`src/hdl/dbu_pkg.sv`:
```
// Constants, lookup tables and carrier types of the DES block cipher unit
package dbu_pkg;
  // ---------------------------------------------------------------
  // Register indices on the 12-bit host address
  // ---------------------------------------------------------------
  localparam logic [11:0] A_CTRL   = 12'h200;
  localparam logic [11:0] A_STAT   = 12'h201;
  localparam logic [11:0] A_KEY0   = 12'h202;
  localparam logic [11:0] A_IV_LO  = 12'h208;
  localparam logic [11:0] A_IV_HI  = 12'h209;
  localparam logic [11:0] A_DIN_LO = 12'h20a;
  localparam logic [11:0] A_DIN_HI = 12'h20b;
  localparam logic [11:0] A_DOUT_LO = 12'h20c;
  localparam logic [11:0] A_DOUT_HI = 12'h20d;
  localparam logic [11:0] A_CFG    = 12'h20e;
  localparam int          KEY_WORDS = 6;

  // ---------------------------------------------------------------
  // Field positions and reset values
  // ---------------------------------------------------------------
  localparam int          B_CHAIN   = 29;
  localparam int          B_TRIPLE  = 30;
  localparam int          B_ENCRYPT = 31;
  localparam int          B_SRST    = 30;
  localparam int          B_MASK      = 31;
  localparam int          B_IN_SPACE  = 30;
  localparam int          B_OUT_AVAIL = 31;
  localparam logic        MASK_RST    = 1'b1;
  localparam logic [31:0] WORD_ZERO = 32'h0000_0000;

  // ---------------------------------------------------------------
  // Round and pass counts, and the rounds that shift by one place
  // ---------------------------------------------------------------
  localparam logic [3:0]  LAST_ROUND  = 4'hf;
  localparam logic [1:0]  LAST_TRIPLE = 2'h2;
  localparam logic [15:0] SHIFT_ONE   = 16'h8103;

  // ---------------------------------------------------------------
  // Permutation tables, one byte per entry, 1-based, and S-boxes, one nibble per entry; first entry on top
  // ---------------------------------------------------------------
  localparam logic [447:0] PC1_TAB = {
    64'h3931292119110901, 64'h3a322a221a120a02, 64'h3b332b231b130b03, 32'h3c342c24,
    64'h3f372f271f170f07, 64'h3e362e261e160e06, 64'h3d352d251d150d05, 32'h1c140c04};
  localparam logic [383:0] PC2_TAB = {
    64'h0e110b180105031c, 64'h0f06150a17130c04, 64'h1a0810071b140d02,
    64'h29341f252f371e28, 64'h332d21302c312738, 64'h22352e2a32241d20};
  localparam logic [255:0] P_TAB   = {
    64'h100714151d0c1c11, 64'h010f171a05121f0a, 64'h0208180e201b0309, 64'h130d1e06160b0419};
  localparam logic [255:0] SBOX [8] = '{
    256'he4d12fb83a6c59070f74e2d1a6cb953841e8d62bfc973a50fc8249175b3ea06d,
    256'hf18e6b34972dc05a3d47f28ec01a69b50e7ba4d158c6932fd8a13f42b67c05e9,
    256'ha09e63f51dc7b428d709346a285ecbf1d6498f30b12c5ae71ad069874fe3b52c,
    256'h7de3069a1285bc4fd8b56f03472c1ae9a690cb7df13e52843f06a1d8945bc72e,
    256'h2c417ab6853fd0e9eb2c47d150fa3986421bad78f9c5630eb8c71e2d6f09a453,
    256'hc1af92680d34e75baf427c9561de0b389ef528c3704a1db6432c95fabe17608d,
    256'h4b2ef08d3c975a61d0b7491ae35c2f8614bdc37eaf6805926bd814a7950fe23c,
    256'hd2846fb1a93e50c71fd8a374c56b0e927b419ce206adf35821e74a8dfc90356b};

  // ---------------------------------------------------------------
  // Host request carrier and engine states
  // ---------------------------------------------------------------
  typedef struct packed {
    logic        wr;
    logic        rd;
    logic [11:0] addr;
    logic [31:0] wdata;
  } dbu_req_t;

  typedef enum logic [0:0] {ENG_IDLE, ENG_RUN} dbu_eng_t;
endpackage

```
`src/hdl/dbu_top.sv`:
```
// DES block cipher unit: host registers, block buffering and iterative round engine
// What this block does
// Software reset bit 30 of config resets like hardware, then clears itself.
// Config bit 31 masks the interrupt pin; set by every reset.
// Config bits 0 to 29 read as zero.
// Status bit 30 high while another input block can be accepted.
// Status bit 31 high while a result waits in the output words.
// Finished block raises the output flag and, unmasked, the low interrupt pin.
// Unmasked interrupt pin follows the output flag exactly, no clear action.
// Next result waits in a working register until output is read.
// Three keys of two words; parity bits are dropped by the transform.
// Single mode uses only the first key; triple mode uses all three.
// Host writes third key equal to first for two-key triple operation.
// Host loads keys first, second, third for three-key operation.
// Host never writes keys while a block is processed.
// Host loads the chaining vector first and never during processing.
// Chaining vector advances per block and stays readable.
// Low input word first; writing the high word starts processing.
// Low output word read first; high word read consumes the block.
// With two unread results the engine stalls instead of overwriting.
// Input flag drops after three unread blocks; more writes overwrite the pending third block.
// Control bits: 29 chaining, 30 triple, 31 encrypt.
// Standard DES rounds; triple is E-D-E encrypting, inverse when decrypting.
// Chaining xors the vector before encrypting, after decrypting.
`timescale 1ns/1ps
module dbu_top import dbu_pkg::*; (
  input  wire logic        sys_clk,
  input  wire logic        resetn,
  input  wire dbu_req_t    host_req,
  output logic [31:0]      host_rdata,
  output logic             irq_n
);

  // ---------------------------------------------------------------
  // Transform helpers
  // ---------------------------------------------------------------
  // Initial permutation source bit, 1-based, for output position o
  function automatic int ip_src(input int o);
    return ((o / 8) < 4 ? 58 + 2 * (o / 8) : 49 + 2 * (o / 8)) - 8 * (o % 8);
  endfunction
  function automatic logic [63:0] ip_fn(input logic [63:0] x);
    for (int o = 0; o < 64; o++) ip_fn[63-o] = x[64-ip_src(o)];
  endfunction
  function automatic logic [63:0] fp_fn(input logic [63:0] x);
    for (int o = 0; o < 64; o++) fp_fn[64-ip_src(o)] = x[63-o];
  endfunction

  // Key bits 8, 16 .. 64 are parity and never picked here
  function automatic logic [55:0] pc1_fn(input logic [63:0] k);
    for (int j = 0; j < 56; j++) pc1_fn[55-j] = k[64-int'(PC1_TAB[447-8*j -: 8])];
  endfunction
  function automatic logic [47:0] pc2_fn(input logic [55:0] cd);
    for (int j = 0; j < 48; j++) pc2_fn[47-j] = cd[56-int'(PC2_TAB[383-8*j -: 8])];
  endfunction
  // Round function: expand, mix key, substitute, permute
  function automatic logic [31:0] f_fn(input logic [31:0] r, input logic [47:0] k);
    logic [47:0] x;
    logic [31:0] s;
    logic [5:0]  b;
    x = '0;
    s = '0;
    for (int j = 0; j < 48; j++) x[47-j] = r[31-((4*(j/6)+(j%6)+31)%32)];
    x = x ^ k;
    for (int g = 0; g < 8; g++) begin
      b = x[47-6*g -: 6];
      s[31-4*g -: 4] = SBOX[g][255-4*int'({b[5], b[0], b[4:1]}) -: 4];
    end
    for (int j = 0; j < 32; j++) f_fn[31-j] = s[32-int'(P_TAB[255-8*j -: 8])];
  endfunction

  // Rotate both 28-bit key halves by one or two places
  function automatic logic [55:0] rot_fn(input logic [55:0] cd, input logic left, input logic one);
    logic [27:0] c;
    logic [27:0] d;
    c = cd[55:28];
    d = cd[27:0];
    if (left && one) begin
      rot_fn = {c[26:0], c[27], d[26:0], d[27]};
    end else if (left) begin
      rot_fn = {c[25:0], c[27:26], d[25:0], d[27:26]};
    end else if (one) begin
      rot_fn = {c[0], c[27:1], d[0], d[27:1]};
    end else begin
      rot_fn = {c[1:0], c[27:2], d[1:0], d[27:2]};
    end
  endfunction

  // ---------------------------------------------------------------
  // State
  // ---------------------------------------------------------------
  logic        srst_q;
  logic        mask_q;
  logic [2:0]  ctrl_q;
  logic [31:0] key_q [KEY_WORDS];
  logic [63:0] iv_q;
  logic [63:0] din_q;
  logic        in_full_q;
  dbu_eng_t    eng_q;
  logic [3:0]  round_q;
  logic [1:0]  pass_q;
  logic [31:0] l_q;
  logic [31:0] r_q;
  logic [55:0] cd_q;
  logic [63:0] blk_q;
  logic [63:0] hold_q;
  logic        hold_full_q;
  logic [63:0] dout_q;
  logic        out_full_q;
  logic [31:0] rdata_q;
  logic        irq_n_q;

  // ---------------------------------------------------------------
  // Host decode
  // ---------------------------------------------------------------
  wire rst_int   = !resetn || srst_q;
  wire wr_ctrl   = host_req.wr && host_req.addr == A_CTRL;
  wire wr_cfg    = host_req.wr && host_req.addr == A_CFG;
  wire wr_iv_lo  = host_req.wr && host_req.addr == A_IV_LO;
  wire wr_iv_hi  = host_req.wr && host_req.addr == A_IV_HI;
  wire wr_din_lo = host_req.wr && host_req.addr == A_DIN_LO;
  wire wr_din_hi = host_req.wr && host_req.addr == A_DIN_HI;
  wire consume   = host_req.rd && host_req.addr == A_DOUT_HI;
  wire key_hit   = host_req.addr >= A_KEY0 && host_req.addr < A_IV_LO;
  wire [2:0] key_idx = host_req.addr[2:0] - A_KEY0[2:0];

  // Mode bits
  wire cbc     = ctrl_q[0];
  wire triple  = ctrl_q[1];
  wire encrypt = ctrl_q[2];

  // ---------------------------------------------------------------
  // Engine datapath
  // ---------------------------------------------------------------
  // Encrypting order K1 K2 K3, decrypting K3 K2 K1; single uses K1
  wire        start     = eng_q == ENG_IDLE && in_full_q && !hold_full_q;
  wire [1:0]  pass_nx   = start ? 2'h0 : pass_q + 2'h1;
  wire [1:0]  kpass     = triple ? (encrypt ? pass_nx : LAST_TRIPLE - pass_nx) : 2'h0;
  wire [63:0] key_sel   = {key_q[2*kpass+1], key_q[2*kpass]};
  wire [55:0] cd_load   = pc1_fn(key_sel);
  wire        pass_dec  = encrypt ? (pass_q == 2'h1) : (pass_q != 2'h1);
  wire        one_now   = SHIFT_ONE[round_q];
  wire        one_back  = SHIFT_ONE[LAST_ROUND - round_q];
  wire [55:0] cd_use    = pass_dec ? cd_q : rot_fn(cd_q, 1'b1, one_now);
  wire [55:0] cd_next   = pass_dec ? rot_fn(cd_q, 1'b0, one_back) : cd_use;
  wire [31:0] r_new     = l_q ^ f_fn(r_q, pc2_fn(cd_use));
  wire        pass_end  = eng_q == ENG_RUN && round_q == LAST_ROUND;
  wire        last_pass = !triple || pass_q == LAST_TRIPLE;
  wire        fin       = pass_end && last_pass;
  wire [63:0] din_mix   = din_q ^ ((cbc && encrypt) ? iv_q : 64'h0);
  wire [63:0] result    = fp_fn({r_new, r_q}) ^ ((cbc && !encrypt) ? iv_q : 64'h0);

  // Output and hold steering
  wire to_out   = fin && !out_full_q;
  wire to_hold  = fin && out_full_q;
  wire move     = !fin && !out_full_q && hold_full_q;
  wire out_full_d = (to_out || move) ? 1'b1 : (consume ? 1'b0 : out_full_q);
  wire mask_d   = wr_cfg ? host_req.wdata[B_MASK] : mask_q;

  // ---------------------------------------------------------------
  // Read data selection
  // ---------------------------------------------------------------
  wire [31:0] rd_ctrl = {ctrl_q, 29'h0};
  wire [31:0] rd_cfg  = {mask_q, srst_q, 30'h0};
  wire [31:0] rd_stat = {out_full_q, !in_full_q, 30'h0};
  wire [31:0] rd_mux  =
      host_req.addr == A_CTRL    ? rd_ctrl :
      host_req.addr == A_CFG     ? rd_cfg :
      host_req.addr == A_STAT    ? rd_stat :
      key_hit                    ? key_q[key_idx] :
      host_req.addr == A_IV_LO   ? iv_q[31:0] :
      host_req.addr == A_IV_HI   ? iv_q[63:32] :
      host_req.addr == A_DIN_LO  ? din_q[31:0] :
      host_req.addr == A_DIN_HI  ? din_q[63:32] :
      host_req.addr == A_DOUT_LO ? dout_q[31:0] :
      host_req.addr == A_DOUT_HI ? dout_q[63:32] : WORD_ZERO;

  // ---------------------------------------------------------------
  // Configuration and control registers
  // ---------------------------------------------------------------
  // Software reset pulse lasts one cycle and clears itself; only the pin resets this register
  always_ff @(posedge sys_clk) begin
    if (!resetn) begin
      srst_q <= 1'b0;
    end else begin
      srst_q <= wr_cfg && host_req.wdata[B_SRST] && !srst_q;
    end
  end

  // Mask and mode bits
  always_ff @(posedge sys_clk) begin
    if (rst_int) begin
      mask_q <= MASK_RST;
      ctrl_q <= 3'h0;
    end else begin
      mask_q <= mask_d;
      if (wr_ctrl) ctrl_q <= host_req.wdata[B_ENCRYPT -: 3];
    end
  end

  // Key words, one register per word
  for (genvar k = 0; k < KEY_WORDS; k++) begin : g_key
    always_ff @(posedge sys_clk) begin
      if (rst_int) begin
        key_q[k] <= WORD_ZERO;
      end else if (host_req.wr && key_hit && key_idx == k) begin
        key_q[k] <= host_req.wdata;
      end
    end
  end

  // ---------------------------------------------------------------
  // Input word and chaining vector
  // ---------------------------------------------------------------
  // A new high-word write keeps the block pending even as the engine takes one
  always_ff @(posedge sys_clk) begin
    if (rst_int) begin
      din_q     <= 64'h0;
      in_full_q <= 1'b0;
      iv_q      <= 64'h0;
    end else begin
      if (wr_din_lo) din_q[31:0] <= host_req.wdata;
      if (wr_din_hi) din_q[63:32] <= host_req.wdata;
      in_full_q <= wr_din_hi || (in_full_q && !start);
      if (fin && cbc) begin
        iv_q <= encrypt ? result : blk_q;
      end else begin
        if (wr_iv_lo) iv_q[31:0] <= host_req.wdata;
        if (wr_iv_hi) iv_q[63:32] <= host_req.wdata;
      end
    end
  end

  // ---------------------------------------------------------------
  // Round engine
  // ---------------------------------------------------------------
  // One round per clock; passes hand over swapped halves, so IP and FP cancel
  always_ff @(posedge sys_clk) begin
    if (rst_int) begin
      eng_q   <= ENG_IDLE;
      round_q <= 4'h0;
      pass_q  <= 2'h0;
      l_q     <= WORD_ZERO;
      r_q     <= WORD_ZERO;
      cd_q    <= 56'h0;
      blk_q   <= 64'h0;
    end else if (start) begin
      eng_q      <= ENG_RUN;
      round_q    <= 4'h0;
      pass_q     <= 2'h0;
      {l_q, r_q} <= ip_fn(din_mix);
      cd_q       <= cd_load;
      blk_q      <= din_q;
    end else if (eng_q == ENG_RUN) begin
      round_q <= round_q + 4'h1;
      if (fin) begin
        eng_q <= ENG_IDLE;
      end else if (pass_end) begin
        pass_q <= pass_nx;
        l_q    <= r_new;
        r_q    <= r_q;
        cd_q   <= cd_load;
      end else begin
        l_q  <= r_q;
        r_q  <= r_new;
        cd_q <= cd_next;
      end
    end
  end

  // ---------------------------------------------------------------
  // Output words, working register and host outputs
  // ---------------------------------------------------------------
  always_ff @(posedge sys_clk) begin
    if (rst_int) begin
      dout_q      <= 64'h0;
      out_full_q  <= 1'b0;
      hold_q      <= 64'h0;
      hold_full_q <= 1'b0;
      rdata_q     <= WORD_ZERO;
      irq_n_q     <= 1'b1;
    end else begin
      if (to_out) dout_q <= result;
      if (move) dout_q <= hold_q;
      if (to_hold) hold_q <= result;
      hold_full_q <= to_hold || (hold_full_q && !move);
      out_full_q  <= out_full_d;
      if (host_req.rd) rdata_q <= rd_mux;
      irq_n_q     <= !(out_full_d && !mask_d);
    end
  end

  assign host_rdata = rdata_q;
  assign irq_n      = irq_n_q;

  // ---------------------------------------------------------------
  // Assertions
  // ---------------------------------------------------------------
  property p_srst_clear;
    @(posedge sys_clk) disable iff (!resetn) srst_q |=> !srst_q && mask_q && !out_full_q;
  endproperty
  a_srst_clear: assert property (p_srst_clear) else $error("soft reset did not act or clear");
  property p_mask_reset;
    @(posedge sys_clk) disable iff (!resetn) $rose(srst_q) |=> irq_n && mask_q;
  endproperty
  a_mask_reset: assert property (p_mask_reset) else $error("mask not set by soft reset");
  property p_cfg_zero;
    @(posedge sys_clk) disable iff (rst_int) host_req.rd && host_req.addr == A_CFG |=> rdata_q[29:0] == 30'h0;
  endproperty
  a_cfg_zero: assert property (p_cfg_zero) else $error("config unused bits not zero");
  property p_in_space;
    @(posedge sys_clk) disable iff (rst_int)
      host_req.rd && host_req.addr == A_STAT |=>
        rdata_q[B_IN_SPACE] == !$past(in_full_q) && rdata_q[B_OUT_AVAIL] == $past(out_full_q);
  endproperty
  a_in_space: assert property (p_in_space) else $error("status flags wrong");
  property p_irq_follow;
    @(posedge sys_clk) disable iff (rst_int) irq_n == !(out_full_q && !mask_q);
  endproperty
  a_irq_follow: assert property (p_irq_follow) else $error("interrupt pin not following flag");
  property p_start;
    @(posedge sys_clk) disable iff (rst_int)
      wr_din_hi && eng_q == ENG_IDLE && !in_full_q && !hold_full_q |=> ##1 eng_q == ENG_RUN;
  endproperty
  a_start: assert property (p_start) else $error("high input write did not start engine");
  property p_consume;
    @(posedge sys_clk) disable iff (rst_int) consume && out_full_q && !hold_full_q |=> !out_full_q;
  endproperty
  a_consume: assert property (p_consume) else $error("high output read did not consume");
  property p_stall;
    @(posedge sys_clk) disable iff (rst_int) hold_full_q && eng_q == ENG_IDLE |=> eng_q == ENG_IDLE;
  endproperty
  a_stall: assert property (p_stall) else $error("engine ran over unread results");
  property p_move;
    @(posedge sys_clk) disable iff (rst_int) !out_full_q && hold_full_q |=> out_full_q && !hold_full_q;
  endproperty
  a_move: assert property (p_move) else $error("held result not copied out");
endmodule

```
`config.mk`:
```
export PLATFORM = sky130hd
export DESIGN_NAME = dbu_top
export DESIGN_NICKNAME = d
export VERILOG_FILES = /design/src/hdl/dbu_pkg.sv /design/src/hdl/dbu_top.sv
export SDC_FILE = /design/constraint.sdc
export NUM_CORES = 2
export LEC_CHECK = 0
export BUFFER_PORTS_ARGS = -buffer_cell sky130_fd_sc_hd__buf_4
export CORE_UTILIZATION = 45
export CTS_CLUSTER_DIAMETER = 30
export DETAILED_ROUTE_END_ITERATION = 10
export SYNTH_ARGS = -nofsm -noshare
export SYNTH_HDL_FRONTEND = slang
export SYNTH_SLANG_ARGS = --single-unit
export TNS_END_PERCENT = 30
```
`constraint.sdc`:
```
create_clock -name sys_clk -period 8.7 [get_ports sys_clk]
set_input_delay 0.87 -clock sys_clk [delete_from_list [all_inputs] [get_ports sys_clk]]
set_output_delay 0.87 -clock sys_clk [all_outputs]
set_load 0.01 [all_outputs]
```
; ---- Word-level counts from Yosys, hierarchy flattened
; Memory sizes are Yosys's and may differ from the RTL's. A register that Yosys moved wholly into a read port is not among the register bits.
; Index checks and enable logic that the tools add are counted.
[totals]
reg_bits = 488
ramBits = 192
romBits = 32
in_bits = 48
output_inout_bits = 33
elab_cells = 213
mem_count = 3
[mem_list]
columns = name, words, width, rd, rd_ports_with_merged_regs, write_ports, line_no
row1 = key_q, 6, 32, 3, 0, 6, dbu_top.sv:94  ; logic [31:0] key_q [KEY_WORDS];
row2 = (name not given), 16, 1, 1, 0, 0, dbu_top.sv:142  ; wire one_back = SHIFT_ONE[LAST_ROUND - round_q];
row3 = (name not given), 16, 1, 1, 1, 0, dbu_top.sv:141  ; wire one_now = SHIFT_ONE[round_q];
[op_classes]
addsub = 14
order_cmp = 4
eq_ne = 20
n_shift = 8
muxes = 74
n_bitwise = 12
n_reduce_logical = 57
[ops]
columns = op, count
row1 = 259-bit by 9-bit variable part select with 4-bit output (first input constant), 8
row2 = 32-bit two-way mux, 26
row3 = 56-bit two-way mux, 8
row4 = 64-bit two-way mux, 6
row5 = 64-bit XOR, 2
row6 = 12-bit by 10-bit == test with 1-bit output (second input constant), 9
row7 = 8-bit by 8-bit subtractor with 9-bit output (first input constant), 8
row8 = 48-bit XOR, 1
row9 = 32-bit XOR, 1
row10 = 1-bit logical AND, 31
row11 = 1-bit two-way mux, 29
row12 = 12-bit by 10-bit greater-or-equal comparator with 1-bit output (second input constant), 1
row13 = 1-bit zero test, 12
row14 = 12-bit by 10-bit less-than comparator with 1-bit output (second input constant), 1
row15 = 4-bit by 5-bit less-than comparator with 1-bit output (second input constant), 2
row16 = 4-bit two-way mux, 2
row17 = 2-bit nonzero test, 4
row18 = 3-bit by 2-bit == test with 1-bit output (second input constant), 2
row19 = 3-bit == test (second input constant), 2
row20 = 2-bit two-way mux, 3
row21 = 1-bit OR, 6
row22 = 3-bit AND reduction, 2
row23 = 1-bit logical OR, 5
row24 = 4-bit by 1-bit adder with 4-bit output (second input constant), 1
row25 = 15 further kinds, 17

; ---- Longest topological paths before layout
; An unclocked memory read counts as a cell.
[depth]
word_depth = 13
depth_mapped = 18
depth_no_buf = 16

; ---- Worst setup path before layout
; Ideal clock, no wire load.
[synth_timing]
kind = input -> register
start = input host_req[33] in the netlist's numbering
end = memory key_q[2][0], enable pin
setup_time_ns = 0.470
t_arrival_ns = 4.742
t_required_ns = 8.230
path_slack_ns = 3.488
path_stages = 7
n_path_buf = 3
path_cell_list = clkbuf_1 > inv_1 > ha_1 > clkbuf_1 > clkbuf_1 > nand3_1 > o31ai_1
[synth_rtl]
columns = item, line_no
row1 = start: declaration, dbu_top.sv:29  ; input wire dbu_req_t host_req,
row2 = end: declaration, dbu_top.sv:94

; ---- Final worst setup path
[layout_timing]
start = register pass_q[0]
end = register hold_q[10]
[layout_via]
elab_chain_cells = 8
word_cells_on_any_way = 13
classes_between = add/sub: 1 / eq/ne: 3 / shift: 1 / mux: 2 / bitwise: 3 / reduce/logical: 3
[layout_rtl]
columns = item, line_no
row1 = start: declaration, dbu_top.sv:100  ; logic [1:0] pass_q;
row2 = start signal: assignment, dbu_top.sv:258  ; pass_q <= pass_nx;
row3 = 2-bit by 1-bit != test with 1-bit output / 2-bit by 1-bit == test with 1-bit output (equally long branches), dbu_top.sv:140  ; wire pass_dec = encrypt ? (pass_q == 2'h1) : (pass_q != 2'h1);
row4 = 1-bit two-way mux, dbu_top.sv:140
row5 = 56-bit two-way mux, dbu_top.sv:143  ; wire [55:0] cd_use = pass_dec ? cd_q : rot_fn(cd_q, 1'b1, one_now);
row6 = 48-bit XOR, dbu_top.sv:63  ; x = x ^ k;
row7 = 8-bit by 8-bit subtractor with 9-bit output, dbu_top.sv:66  ; s[31-4*g -: 4] = SBOX[g][255-4*int'({b[5], b[0], b[4:1]}) -: 4];
row8 = 259-bit by 9-bit variable part select with 4-bit output, dbu_top.sv:66
row9 = 32-bit XOR, dbu_top.sv:145  ; wire [31:0] r_new = l_q ^ f_fn(r_q, pc2_fn(cd_use));
row10 = 64-bit XOR, dbu_top.sv:150  ; wire [63:0] result = fp_fn({r_new, r_q}) ^ ((cbc && !encrypt) ? iv_q : 64'h0);
row11 = end signal: assignment, dbu_top.sv:284  ; if (to_hold) hold_q <= result;
row12 = end: declaration, dbu_top.sv:105  ; logic [63:0] hold_q;
; Several ways; a longest one is shown, not always the timed one.
; A chain may end at the register's enable or synchronous reset.

==> impl_metrics.tcl <==
set metrics [dict create \
    synth_flop_cell "dfxtp_1" \
    global_route_wire_length_before_repair_um 236200 \
    cts_tree "yes" \
    ctsHoldBuffers 0 \
    stdcell_count 6101 \
    synth_async_sr_flop_share_pct 0 \
    ant_nets 0 \
    crit_type "register to register" \
    cts_resized 0 \
    synth_seq_cells 681 \
    num_io_pins 81 \
    syn_area_mm2 0.04177 \
    worstMarginPinSlew_ns 1.451 \
    dr.pass1.iters 9 \
    critPathRequiredTime_ns 9.38 \
    power.static_leakage_nw 18.15 \
    setup-violations-final 0 \
    groute.usage.overall_pct 33.64 \
    synth_cell_type_count 95 \
    design_area_mm2 0.04900 \
    post-dp-hpwl_um 101100 \
    drive_gt1_share_pct 14.21 \
    synth_area_per_inst_um2 8.628 \
    groute.layer.met2.usage_pct 50.26 \
    rr_startpoint "pass_q[0]" \
    route.detailed.drc 0 \
    die_y_um 306.7 \
    fin_skew_ns 0.03962 \
    end_kind "register" \
    die_width_um 306.7 \
    detailed_router_s_first_iteration_violation_count 4785 \
    cts.root.buffer_cell "clkbuf_16" \
    most_congested_layer_reported_by_global_routing "met2" \
    finalCoreUtilization_pct 53.37 \
    syn_nets 4956 \
    final_nets 4834 \
    clock_insertion_delay_worst_skew_ns 0.78 \
    drv_cap 0 \
    power.density_mw_per_mm2 206.8 \
    worst_ep_arrival_time_ns 6.30 \
    hold_violations 0 \
    critical_path.startpoint_type "register" \
    numPortBuffers 80 \
    clk_pin_slew_ns 0.04 \
    final_max_slew_viol_count 0 \
    vdd.ir_drop.worst_v 0.0001987 \
    cts_buffer_depth 3 \
    start_util_pct 45.50 \
    grt_start_max_net_pins 193 \
    final.setup.tns_ns 0 \
    grtUsageMet3_pct 7.298 \
    clock-sinks 681 \
    routed_via_density 6.202 \
    min_path_type "input port to register" \
    seq_area_frac_synth_pct 37.24 \
    overflow 0 \
    grt_antenna_before_repair 7 \
    grt_pass1_vias 35280 \
    timing.hold.worst.start "host_req[21]" \
    yosysWarnings 0 \
    gpl.final_weighted_congestion 0.9252 \
    timing.slew.headroom_pct 2.894 \
    rsz0062_at_grt "no" \
    post-route-period-util_pct 64.65 \
    crit_path_max_fanout 38 \
    post_place_setup_slack_ns 3.131 \
    vias 37839 \
    synthToLayoutAreaGrowth_pct 17.32 \
    max_freq_ghz 0.1778 \
    setup.worst_path.start "pass_q[0]" \
    totalWireLength_um 160900 \
    post-place-cells 5791 \
    rows 111 \
    finalWorstPathRequiredPeriod_ns 5.625 \
    wl_per_cell_um 26.38 \
    cts-htree-levels 4 \
    die-area_mm2 0.09404 \
    core_mm2 0.09180 \
    postPlaceCellArea_mm2 0.04303 \
    synth_edf_count 192 \
    gate_count_after_technology_mapping 4841 \
    run_status "completed" \
    total_setup_buffers_inserted_after_cts 0 \
    worst_slack_setup_final_ns 3.075 \
    cts_made_buffers 169 \
    global_route.usage.met1_pct 44.71 \
]
## logic make-up (layout without fill, tap and decap cells)
group	Yosys count	after routing	share of synthesized area [%]
multiplexers	396	396	11.60
other	0	2	0
buffers and inverters	511	526	4.928
flip-flops	681	681	37.24
adder cells (fa/ha/maj)	67	67	2.007
XOR/XNOR	256	256	6.645
AO/OA/AOI/OAI	1184	1184	18.88
AND/OR/NAND/NOR	1746	1746	18.70
## where the power goes
part	internal (W)	switching, W
combinational	0.0000793	0.000193
sequential	0.00331	0.0000222
clock	0.00445	0.00208
## critical path, cell delays in order (launching register included)
cell and delay, ns:
dfxtp_1 0.40, ha_1 0.34, xor2_4 0.16, buf_4 0.36, buf_4 0.70, mux2i_1 0.46
xor2_1 0.62, inv_1 0.33, ha_1 0.30, inv_1 0.07, nand2_1 0.11, mux2i_1 0.14
o21ai_0 0.09, a2111oi_0 0.46, a21oi_1 0.17, xor2_1 0.23, or4_1 0.50, o211ai_1 0.10
## flip-flops by register name, indices dropped and copies added (netlist names), 2 cells and up
signal	count
din_q	64
pass_q	2
host_rdata	32
key_q	192
iv_q	64
r_q	32
round_q	4
ctrl_q	3
blk_q	64
hold_q	64
cd_q	56
dout_q	64
l_q	32
## layout make-up
| type | count | area [µm²] |
|---|---|---|
| Fill cell | 8388 | 42800 |
| Multi-Input combinational cell | 3649 | 24440 |
| Sequential cell | 681 | 15560 |
| Clock buffer | 212 | 4632 |
| Tap cell | 1243 | 1555 |
| Clock inverter | 96 | 1335 |
| Timing Repair Buffer | 165 | 1276 |
| Inverter | 53 | 198.9 |
| Antenna cell | 2 | 5.005 |
## layout by cell type, fill, tap and decap left out, drive strengths merged, types with 17 or more instances in the layout
cell    netlist  routed
ha           67      67
a21oi       357     357
xnor2       132     132
clkbuf      361     212
nand3       175     175
o21ai       197     197
nand2       753     753
o22ai        25      25
nor2b        61      61
buf          97     165
a31oi        17      17
bufinv        0      23
mux2i       274     274
dfxtp       489     489
o211ai      128     128
and2        209     209
a22oi        74      74
mux4         53      53
xor2        112     112
clkinv        1      50
inv          52      61
nor3         63      63
a311oi       80      80
nor2        395     395
a211oi      132     132
edfxtp      192     192
mux2         69      69
a222oi       49      49
a221oi       26      26
## cell usage after synthesis (all sizes together), types with 67 or more instances
cell / n / area share [%]
o21ai: 197 / 2.4
o211ai: 128 / 2.3
and2: 209 / 3.1
buf: 97 / 1.2
edfxtp: 192 / 14
dfxtp: 489 / 23
a211oi: 132 / 2.4
xnor2: 132 / 3.3
nor2: 395 / 3.5
clkbuf: 361 / 3.2
nand3: 175 / 2.1
a311oi: 80 / 1.7
mux2: 69 / 1.9
nand2: 753 / 6.8
mux2i: 274 / 6.9
ha: 67 / 2.0
a21oi: 357 / 4.3
xor2: 112 / 2.7
a22oi: 74 / 1.4
## path summary, 6_finish.rpt
kind / slack, ns / endpoint / depth (start not counted)
max: 3.08 / hold_q[10] / 17
max reg2reg: 3.08 / hold_q[10] / 17
min: 0.42 / din_q[21] / 3
min reg2reg: 0.45 / blk_q[21] / 2
## stage by stage
stage	total power, W	hold slack (ns)
floorplan	0.003546	0.4257
global placement	0.003659	0.4372
detailed placement	0.003662	0.4423
CTS	0.01015	0.3931
global route	0.01036	0.4175
finish	0.01013	0.4221
## per-layer routing
layer / wire (µm) / vias to the layer above
li1: - / 17191
met1: 65190 / 18206
met2: 69540 / 2033
met3: 16130 / 407
met4: 10050 / 2
met5: 14 / -
Note: power is estimated with default switching activity, not from simulation.
